## src/shared/twmt_consts.svh

```systemverilog
// constants for the two-wire master transmit sequencer
`ifndef TWMT_CONSTS_SVH
`define TWMT_CONSTS_SVH
`define TWMT_CTRL_OFF 8'h00
`define TWMT_STAT_OFF 8'h04
`define TWMT_DATA_OFF 8'h08
`define TWMT_B_FLAG 7
`define TWMT_B_ACKEN 6
`define TWMT_B_STA 5
`define TWMT_B_STO 4
`define TWMT_B_WCOL 3
`define TWMT_B_EN 2
`define TWMT_B_IE 0
`define TWMT_ST_START 8'h08
`define TWMT_ST_REP 8'h10
`define TWMT_ST_AW_ACK 8'h18
`define TWMT_ST_AW_NACK 8'h20
`define TWMT_ST_D_ACK 8'h28
`define TWMT_ST_D_NACK 8'h30
`define TWMT_ST_ARB 8'h38
`define TWMT_ST_AR_ACK 8'h40
`define TWMT_ST_AR_NACK 8'h48
`define TWMT_ST_RD_ACK 8'h50
`define TWMT_ST_RD_NACK 8'h58
`define TWMT_ST_IDLE 8'hf8
`define TWMT_CLK_NS 8
`define TWMT_QUARTER_NS 2500
`define TWMT_QUARTER_CYC (`TWMT_QUARTER_NS / `TWMT_CLK_NS)
`endif

```

## src/shared/twmt_pkg.sv

```systemverilog
// types for the two-wire master transmit sequencer
package twmt_pkg;
  typedef enum logic [2:0] {M_IDLE, M_WAIT_FREE, M_START, M_HOLD, M_BYTE, M_STOP} twmt_mst_t;
  typedef enum logic [1:0] {E_IDLE, E_START, E_BIT, E_STOP} twmt_est_t;
  typedef enum logic [1:0] {C_START, C_BYTE, C_STOP} twmt_cmd_t;
  typedef enum logic [1:0] {S_CTRL, S_STAT, S_DATA, S_NONE} twmt_sel_t;
  typedef struct packed {
    twmt_est_t st;
    logic [1:0] q;
    logic [3:0] bitn;
    logic [15:0] tmr;
    logic [7:0] sh;
    logic rx;
    logic ack_out;
    logic scl_low;
    logic sda_low;
    logic ack_in;
    logic arb;
    logic done;
  } twmt_eng_t;
  typedef struct packed {
    twmt_mst_t st;
    logic flag;
    logic ack_en;
    logic sta;
    logic sto;
    logic wc;
    logic en;
    logic ie;
    logic [1:0] presc;
    logic [7:0] status;
    logic [7:0] data;
    logic owned;
    logic addr_ph;
    logic rx_mode;
    logic ph_wr;
    twmt_sel_t ph_sel;
    logic [31:0] hrdata;
    logic cmd_valid;
    twmt_cmd_t cmd;
  } twmt_main_t;
  typedef struct packed {
    logic busy;
    logic scl_q;
    logic sda_q;
  } twmt_mon_t;
endpackage : twmt_pkg

```

## src/hdl/twmt_bus_monitor.sv

```systemverilog
// bus free/busy tracker from start and stop conditions on the lines
`timescale 1ns/1ns
module twmt_bus_monitor
  import twmt_pkg::*;
(
  input wire logic hclk,
  input wire logic hresetn,
  input wire logic scl_i,
  input wire logic sda_i,
  output logic busy
);
  twmt_mon_t r, s;

  // start sets busy, stop clears it
  always_comb begin
    s = r;
    s.scl_q = scl_i;
    s.sda_q = sda_i;
    if (scl_i && r.scl_q && r.sda_q && !sda_i) s.busy = 1'b1;
    else if (scl_i && r.scl_q && !r.sda_q && sda_i) s.busy = 1'b0;
  end

  // state register
  always_ff @(posedge hclk or negedge hresetn) begin
    if (!hresetn) r <= '0;
    else r <= s;
  end

  assign busy = r.busy;
endmodule : twmt_bus_monitor

```

## src/hdl/twmt_bit_engine.sv

```systemverilog
// bit-level engine: start, stop and nine-bit byte frames on open-drain lines
`timescale 1ns/1ns
`include "twmt_consts.svh"
module twmt_bit_engine
  import twmt_pkg::*;
#(
  parameter logic [15:0] QUARTER = 16'(`TWMT_QUARTER_CYC)
) (
  input wire logic hclk,
  input wire logic hresetn,
  input wire logic enable,
  input wire logic cmd_valid,
  input wire twmt_cmd_t cmd,
  input wire logic [7:0] tx_byte,
  input wire logic rx_mode,
  input wire logic ack_out,
  input wire logic scl_i,
  input wire logic sda_i,
  output logic scl_o,
  output logic scl_oe,
  output logic sda_o,
  output logic sda_oe,
  output logic done,
  output logic ack_in,
  output logic arb_lost,
  output logic [7:0] rx_byte
);
  twmt_eng_t r, s;

  // quarter-bit sequencer; timer halts while a slave stretches the clock
  always_comb begin
    s = r;
    s.done = 1'b0;
    case (r.st)
      E_IDLE: if (cmd_valid) begin
        s.tmr = QUARTER;
        s.q = 2'd0;
        s.bitn = 4'd0;
        s.sh = tx_byte;
        s.rx = rx_mode;
        s.ack_out = ack_out;
        s.arb = 1'b0;
        case (cmd)
          C_START: begin
            s.st = E_START;
            s.sda_low = 1'b0;
          end
          C_BYTE: s.st = E_BIT;
          default: s.st = E_STOP;
        endcase
      end
      default: if (r.tmr != 16'h0000) begin
        if (r.scl_low || scl_i) s.tmr = r.tmr - 16'h0001;
      end else begin
        s.tmr = QUARTER;
        s.q = r.q + 2'd1;
        case (r.st)
          E_START: case (r.q)
            2'd0: s.scl_low = 1'b0;
            2'd1: s.sda_low = 1'b1;
            2'd2: s.scl_low = 1'b1;
            default: begin
              s.st = E_IDLE;
              s.done = 1'b1;
            end
          endcase
          E_STOP: case (r.q)
            2'd0: s.sda_low = 1'b1;
            2'd1: s.scl_low = 1'b0;
            2'd2: s.sda_low = 1'b0;
            default: begin
              s.st = E_IDLE;
              s.done = 1'b1;
            end
          endcase
          default: case (r.q)
            2'd0: s.sda_low = (r.bitn == 4'd8) ? (r.rx & r.ack_out) : (~r.rx & ~r.sh[7]);
            2'd1: s.scl_low = 1'b0;
            2'd2: if (r.bitn == 4'd8) s.ack_in = ~sda_i;
            else begin
              s.sh = {r.sh[6:0], sda_i};
              // released a one but line reads zero: another master won
              if (!r.rx && r.sh[7] && !sda_i) begin
                s.scl_low = 1'b0;
                s.sda_low = 1'b0;
                s.arb = 1'b1;
                s.done = 1'b1;
                s.st = E_IDLE;
              end
            end
            default: begin
              s.scl_low = 1'b1;
              if (r.bitn == 4'd8) begin
                s.st = E_IDLE;
                s.done = 1'b1;
              end else s.bitn = r.bitn + 4'd1;
            end
          endcase
        endcase
      end
    endcase
    if (!enable) s = '0;
  end

  // state register
  always_ff @(posedge hclk or negedge hresetn) begin
    if (!hresetn) r <= '0;
    else r <= s;
  end

  assign scl_o = 1'b0;
  assign sda_o = 1'b0;
  assign scl_oe = r.scl_low;
  assign sda_oe = r.sda_low;
  assign done = r.done;
  assign ack_in = r.ack_in;
  assign arb_lost = r.arb;
  assign rx_byte = r.sh;
endmodule : twmt_bit_engine

```

## src/hdl/twmt_top.sv

```systemverilog
// master transmit sequencer: AHB-Lite registers, event flag and status codes
//
// Our own choices: the register offsets and the AHB-Lite register port.
`timescale 1ns/1ns
`include "twmt_consts.svh"
module twmt_top
  import twmt_pkg::*;
#(
  parameter logic [15:0] QUARTER = 16'(`TWMT_QUARTER_CYC)
) (
  input wire logic hclk,
  input wire logic hresetn,
  input wire logic hsel,
  input wire logic [31:0] haddr,
  input wire logic [1:0] htrans,
  input wire logic hwrite,
  input wire logic [2:0] hsize,
  input wire logic [31:0] hwdata,
  input wire logic hready,
  output logic hreadyout,
  output logic hresp,
  output logic [31:0] hrdata,
  input wire logic scl_i,
  output logic scl_o,
  output logic scl_oe,
  input wire logic sda_i,
  output logic sda_o,
  output logic sda_oe,
  output logic irq
);
  localparam twmt_main_t RST = '{st: M_IDLE, ph_sel: S_NONE, cmd: C_START,
                                 status: `TWMT_ST_IDLE, default: '0};

  twmt_main_t r, s;
  logic eng_done;
  logic eng_ack;
  logic eng_arb;
  logic [7:0] eng_rx;
  logic bus_busy;
  logic acc;
  logic wr_ctrl;
  logic wr_stat;
  logic wr_data;
  logic clr;
  logic [7:0] wd;

  // register select from a byte address
  function automatic twmt_sel_t reg_sel(input logic [31:0] a);
    case (a[7:0])
      `TWMT_CTRL_OFF: reg_sel = S_CTRL;
      `TWMT_STAT_OFF: reg_sel = S_STAT;
      `TWMT_DATA_OFF: reg_sel = S_DATA;
      default: reg_sel = S_NONE;
    endcase
  endfunction : reg_sel

  // bus decode and data-phase write strobes
  assign acc = hsel & htrans[1] & hready;
  assign wd = hwdata[7:0];
  assign wr_ctrl = r.ph_wr && (r.ph_sel == S_CTRL);
  assign wr_stat = r.ph_wr && (r.ph_sel == S_STAT);
  assign wr_data = r.ph_wr && (r.ph_sel == S_DATA);
  assign clr = wr_ctrl && wd[`TWMT_B_FLAG] && r.flag;

  // next state: bus slave, register writes and the transfer sequencer
  always_comb begin
    s = r;
    s.cmd_valid = 1'b0;
    s.ph_wr = acc & hwrite & (hsize == 3'b010);
    s.ph_sel = reg_sel(haddr);
    if (acc && !hwrite) begin
      case (reg_sel(haddr))
        S_CTRL: s.hrdata = {24'h000000, r.flag, r.ack_en, r.sta, r.sto,
                            r.wc, r.en, 1'b0, r.ie};
        S_STAT: s.hrdata = {24'h000000, r.status[7:3], 1'b0, r.presc};
        S_DATA: s.hrdata = {24'h000000, r.data};
        default: s.hrdata = 32'h00000000;
      endcase
    end
    // control fields; the flag clears only by writing a one
    if (wr_ctrl) begin
      s.ack_en = wd[`TWMT_B_ACKEN];
      s.sta = wd[`TWMT_B_STA];
      s.sto = wd[`TWMT_B_STO];
      s.en = wd[`TWMT_B_EN];
      s.ie = wd[`TWMT_B_IE];
    end
    if (wr_stat) s.presc = wd[1:0];
    // data writes load only while the flag is up
    if (wr_data) begin
      if (r.flag) begin
        s.data = wd;
        s.wc = 1'b0;
      end else s.wc = 1'b1;
    end
    if (clr) s.flag = 1'b0;
    case (r.st)
      M_IDLE: begin
        s.owned = 1'b0;
        if (wr_ctrl && wd[`TWMT_B_STA] && wd[`TWMT_B_EN]) s.st = M_WAIT_FREE;
      end
      M_WAIT_FREE: if (!bus_busy) begin
        s.cmd_valid = 1'b1;
        s.cmd = C_START;
        s.st = M_START;
      end
      M_START: if (eng_done) begin
        s.status = r.owned ? `TWMT_ST_REP : `TWMT_ST_START;
        s.owned = 1'b1;
        s.addr_ph = 1'b1;
        s.rx_mode = 1'b0;
        s.flag = 1'b1;
        s.st = M_HOLD;
      end
      // suspended until software clears the flag
      M_HOLD: if (clr) begin
        if (r.status == `TWMT_ST_ARB) begin
          s.owned = 1'b0;
          s.st = wd[`TWMT_B_STA] ? M_WAIT_FREE : M_IDLE;
        end else if (wd[`TWMT_B_STO]) begin
          s.cmd_valid = 1'b1;
          s.cmd = C_STOP;
          s.st = M_STOP;
        end else if (wd[`TWMT_B_STA]) begin
          s.cmd_valid = 1'b1;
          s.cmd = C_START;
          s.st = M_START;
        end else begin
          s.cmd_valid = 1'b1;
          s.cmd = C_BYTE;
          s.st = M_BYTE;
        end
      end
      M_BYTE: if (eng_done) begin
        s.flag = 1'b1;
        s.st = M_HOLD;
        if (eng_arb) begin
          s.status = `TWMT_ST_ARB;
          s.owned = 1'b0;
        end else if (r.addr_ph) begin
          s.addr_ph = 1'b0;
          s.rx_mode = r.data[0];
          if (r.data[0]) s.status = eng_ack ? `TWMT_ST_AR_ACK : `TWMT_ST_AR_NACK;
          else s.status = eng_ack ? `TWMT_ST_AW_ACK : `TWMT_ST_AW_NACK;
        end else if (r.rx_mode) begin
          s.data = eng_rx;
          s.status = r.ack_en ? `TWMT_ST_RD_ACK : `TWMT_ST_RD_NACK;
        end else begin
          s.status = eng_ack ? `TWMT_ST_D_ACK : `TWMT_ST_D_NACK;
        end
      end
      M_STOP: if (eng_done) begin
        s.sto = 1'b0;
        s.owned = 1'b0;
        s.status = `TWMT_ST_IDLE;
        s.st = r.sta ? M_WAIT_FREE : M_IDLE;
      end
      default: s.st = M_IDLE;
    endcase
    // disabling the interface returns the sequencer to idle, drops ownership and any pending command, and releases the lines
    if (!s.en) begin
      s.st = M_IDLE;
      s.owned = 1'b0;
      s.cmd_valid = 1'b0;
    end
  end

  // state register
  always_ff @(posedge hclk or negedge hresetn) begin
    if (!hresetn) r <= RST;
    else r <= s;
  end

  // line engine; rx only for data bytes after a read address
  twmt_bit_engine #(
    .QUARTER(QUARTER)
  ) u_engine (
    .hclk(hclk),
    .hresetn(hresetn),
    .enable(r.en),
    .cmd_valid(r.cmd_valid),
    .cmd(r.cmd),
    .tx_byte(r.data),
    .rx_mode(r.rx_mode & ~r.addr_ph),
    .ack_out(r.ack_en),
    .scl_i(scl_i),
    .sda_i(sda_i),
    .scl_o(scl_o),
    .scl_oe(scl_oe),
    .sda_o(sda_o),
    .sda_oe(sda_oe),
    .done(eng_done),
    .ack_in(eng_ack),
    .arb_lost(eng_arb),
    .rx_byte(eng_rx)
  );

  // free/busy view of the shared bus
  twmt_bus_monitor u_monitor (
    .hclk(hclk),
    .hresetn(hresetn),
    .scl_i(scl_i),
    .sda_i(sda_i),
    .busy(bus_busy)
  );

  // bus answers and interrupt request
  assign hreadyout = 1'b1;
  assign hresp = 1'b0;
  assign hrdata = r.hrdata;
  assign irq = r.flag & r.ie;
endmodule : twmt_top

```

## config.mk

```make
export PLATFORM = sky130hd
export DESIGN_NAME = twmt_top
export DESIGN_NICKNAME = d
export VERILOG_FILES = /design/src/shared/twmt_pkg.sv /design/src/hdl/twmt_bus_monitor.sv /design/src/hdl/twmt_bit_engine.sv /design/src/hdl/twmt_top.sv
export VERILOG_INCLUDE_DIRS = /design/src /design/src/shared
export SDC_FILE = /design/constraint.sdc
export NUM_CORES = 1
export LEC_CHECK = 0
export BUFFER_PORTS_ARGS = -buffer_cell sky130_fd_sc_hd__buf_2
export CAP_MARGIN = 20
export CORE_MARGIN = 8
export CORE_UTILIZATION = 35
export DETAILED_ROUTE_END_ITERATION = 6
export GPL_ROUTABILITY_DRIVEN = 0
export PLACE_DENSITY_LB_ADDON = 0.08
export SYNTH_ARGS = -nofsm -noshare
export SYNTH_HDL_FRONTEND = slang
export SYNTH_SLANG_ARGS = --single-unit
```

## constraint.sdc

```tcl
create_clock -name hclk -period 2.2 [get_ports hclk]
set_clock_uncertainty 0.2 [all_clocks]
set_input_delay 0.11 -clock hclk [delete_from_list [all_inputs] [get_ports hclk]]
set_output_delay 0.11 -clock hclk [all_outputs]
set_load 0.02 [all_outputs]
```

==> flow_summary_export.csv <==
group,metric,value,unit
clocking,cts_root_buf,"clkbuf_16",
drt,routedWlPerCell,16.4,um
power,power_frac_seq,0.454,
yosys,synth_xor_area_frac,0.0157,
power,power.density,557,nW/um^2
layout,fill_cells,1434,
setup_path,critPathKind,"reg2reg",
floorplanning,start_util,0.352,
setup_path,cp-end-kind,"flip-flop",
power,switchingPower,0.776,mW
yosys,synth_compound_area_frac,0.184,
flow_run,cap_violations,0,
hold_path,min_to,"hrdata[2]$_DFFE_PN0P_",
grt,grt_util_all_layers,0.152,
hold_path,hold_path_startpoint,"hwrite",
setup_path,crit_fanout,6,
layout,nets,719,
grt,grt_pass1_wl,22400,um
clocking,clk_pin_slew_worst_paths,0.06,ns
setup_path,worst_r2r_startpoint,"u_engine.r[15]$_DFFE_PN0P_",
setup_path,cp.required,2.23,ns
hold_path,min_path_type,"in2reg",
clocking,clk_path_buf_depth,2,
sta,finalSetupViolCount,0,
floorplanning,die_h,136,um
power,switching_share,0.226,
yosys,yosysUniqueCellTypes,75,
sta,final_hold_viol_count,0,
layout,final_util,0.430,
sta,drv_slew,0,
placement,hpwlAfterDp,9920,um
grt,antenna_found_initial,0,
yosys,synth-seq-cells,84,
layout,diodes,0,
sta,rsz0062_at_grt,"yes",
drt,routed_wl,13500,um
power,clock_power_share,0.487,
sta,period_share,0.951,
setup_path,ff2ff_path_depth,10,
floorplanning,dieArea,18500,um^2
layout,multi_input_area,2600,um^2
power,vdd_drop_max,0.000396,V
yosys,ys_warn_count,0,
grt,grt_overflow_total,0,
floorplanning,ios,115,
yosys,synthAdderAreaFrac,0.0248,
layout,layout-drive-gt1-share,0.224,
yosys,syn_area_per_cell,9.29,um^2
drt,drt_iter0_markers,298,
drt,firstDrtPassIters,5,
drt,vias_per_cell,5.14,
grt,grt_pass1_vias,4233,
sta,slew_headroom,0.559,
clocking,cts.sinks,84,
sta,fmax,478,MHz
hold_path,worstHoldPathCells,3,
power,pwr-share-comb,0.059,
sta,finalCriticalPeriod,2.09,ns
floorplanning,core_region_area,14300,um^2
clocking,h-tree-depth,3,
layout,area_delta_synth_final,22.2,%
setup_path,rrSetupSlack,0.11,ns
clocking,clkLatencyLatePin,0.34,ns
placement,port_buffers,37,
power,intPower,2.65,mW
yosys,syn_inst,542,
power,p_leak,2.84,nW
yosys,ys.flop_type,"dfrtp_1",
drt,post-route-drc-count,0,
power,power.total,3.43,mW
clocking,cts_tree,"built",
yosys,yosysSeqAreaShare,0.419,
yosys,synth_top_family_by_area,"simple AND/OR/NAND/NOR gates",
setup_path,reg2reg_to,"u_engine.r[19]$_DFFE_PN0P_",
setup_path,cp-start-kind,"flip-flop",
yosys,synthMuxAreaShare,0.0537,
grt,grt_max_degree,44,
sta,tightest_slew,0.659,ns
setup_path,crit_arrival,2.12,ns
yosys,synth-simple-area-share,0.207,
drt,drtAntennaViolNets,0,
layout,seq_area,2110,um^2
yosys,synth-async-reset-ratio,1.00,
status,status,"completed",
yosys,netlist_area,5040,um^2
floorplanning,rows,44,
drt,vias,4225,
floorplanning,die_x,136,um
clocking,numCtsBuffers,9,
yosys,synth-edff-count,0,
-- layout make-up --
type,count,share of cell area
multi-input cells,405,0.423
clock buffers,12,0.0400
clock inverters,4,0.0118
repair buffers,111,0.132
flip-flops and latches,84,0.343
inverters,22,0.0134
well taps,184,0.0374
-- metrics by stage --
| step | hold WS, ns | worst slack, ns | instance area (um^2) | instances | TNS (ns) |
|---|---|---|---|---|---|
| after floorplan | -0.386 | 0.0596 | 5130 | 568 | 0 |
| after global placement | -0.195 | -0.0932 | 5530 | 780 | -0.196 |
| after detailed placement | -0.195 | -0.156 | 5530 | 780 | -0.324 |
| after CTS | 0.0247 | 0.0377 | 6100 | 820 | 0 |
| after global routing | 0.0591 | -0.000343 | 6160 | 822 | -0.000343 |
| final | 0.0341 | 0.107 | 6160 | 822 | 0 |
-- worst max path at each step --
stage / cells after the start / end / startpoint
CTS: 7 / u_engine.r[31]$_DFFE_PN0P_ / u_engine.r[15]$_DFFE_PN0P_
finish: 10 / u_engine.r[19]$_DFFE_PN0P_ / u_engine.r[15]$_DFFE_PN0P_
floorplan: 8 / u_engine.r[31]$_DFFE_PN0P_ / u_engine.r[15]$_DFFE_PN0P_
detailed placement: 7 / u_engine.r[31]$_DFFE_PN0P_ / u_engine.r[15]$_DFFE_PN0P_
global route: 5 / u_engine.r[31]$_DFFE_PN0P_ / u_engine.r[17]$_DFFE_PN0P_
global placement: 7 / u_engine.scl_oe$_DFFE_PN0P_ / u_engine.r[15]$_DFFE_PN0P_
-- power by group through the flow --
stage | Sequential (mW) | Combinational, mW | Clock, mW
floorplan | 1.58 | 0.128 | 0
global placement | 1.59 | 0.170 | 0
detailed placement | 1.59 | 0.171 | 0
CTS | 1.56 | 0.201 | 1.73
global route | 1.56 | 0.226 | 1.78
finish | 1.56 | 0.202 | 1.67
-- critical path, stage by stage, from the launching register on --
cell and delay [ns]:
dfrtp_1 0.34, inv_1 0.06, ha_1 0.19, nor4b_4 0.13, and4_4 0.23, buf_4 0.13, buf_4 0.14, nor3_1 0.16
buf_4 0.15, nand4_1 0.09, o211a_1 0.15
-- what timing repair did --
| item | CTS | global route |
|---|---|---|
| setup endpoints to repair | 8 | 16 |
| setup buffers | 1 | 3 |
| hold buffers | 23 | 0 |
| pin swaps | 1 | 8 |
| endpoints found under the hold margin | 107 | 0 |
| resized for setup | 3 | 12 |
-- per-layer routing --
layer / track usage / vias to the layer above / part of all wire
met5: 0 / - / 0
met2: 0.245 / 82 / 0.48
met4: 0.0494 / 0 / 0.012
met3: 0.0229 / 10 / 0.039
met1: 0.206 / 2069 / 0.47
li1: - / 2064 / -
-- state kept, by name, summed over array words and instances (netlist names) --
| register | count |
|---|---|
| r | 34 |
| hrdata | 8 |
| u_engine.scl_oe | 1 |
| u_monitor.r | 2 |
| u_engine.r | 26 |
| u_engine.done | 1 |
| u_engine.arb_lost | 1 |
| u_engine.sda_oe | 1 |
| u_engine.rx_byte | 8 |
| u_engine.ack_in | 1 |
| u_monitor.busy | 1 |
-- layout by cell type (no fill, tap or decap), types with 5 or more instances in the layout --
cell / Yosys / final
dfrtp_1: 77 / 77
buf_4: 36 / 52
nand2_1: 46 / 46
nor2_1: 43 / 43
o21ai_0: 44 / 41
buf_2: 4 / 36
a21oi_1: 29 / 29
conb_1: 2 / 28
inv_1: 22 / 22
dlygate4sd3_1: 0 / 22
nand3_1: 21 / 21
mux2i_1: 18 / 18
nand3b_1: 12 / 12
nor3_1: 12 / 12
ha_1: 10 / 10
o211ai_1: 9 / 9
a2bb2oi_1: 9 / 9
clkbuf_16: 0 / 9
nand2b_1: 8 / 8
mux2_2: 7 / 7
dfstp_2: 7 / 7
a31oi_1: 6 / 6
o31ai_1: 6 / 6
xor2_1: 6 / 6
nor2b_1: 6 / 5
o211a_1: 5 / 5
-- cell usage after synthesis (6+ instances only) --
cell       number  area, um^2
nand3_1        21         105
nor2b_1         6        37.5
nand2b_1        8        50.1
ha_1           10         125
o31ai_1         6        45.0
nand2_1        46         173
nand3b_1       12        90.1
buf_4          36         270
mux2i_1        18         180
a31oi_1         6        37.5
mux2_2          7        78.8
dfrtp_1        77        1930
a21oi_1        29         145
dfstp_2         7         184
nor2_1         43         161
a2bb2oi_1       9        78.8
nor3_1         12        60.1
inv_1          22        82.6
clkbuf_1       10        37.5
o21ai_0        44         220
xor2_1          6        52.6
o211ai_1        9        67.6
-- cell families (layout without fill, tap and decap cells) --
family                     Yosys count  count (layout)
buffers and inverters               79             149
AOI/OAI and AO/OA                  141             141
adders and majority gates           10              10
and+or+nand+nor                    191             191
muxes                               26              26
DFF                                 84              84
other                                2              28
xor gates and xnor gates             9               9
Power figures use the tool's default switching activity.
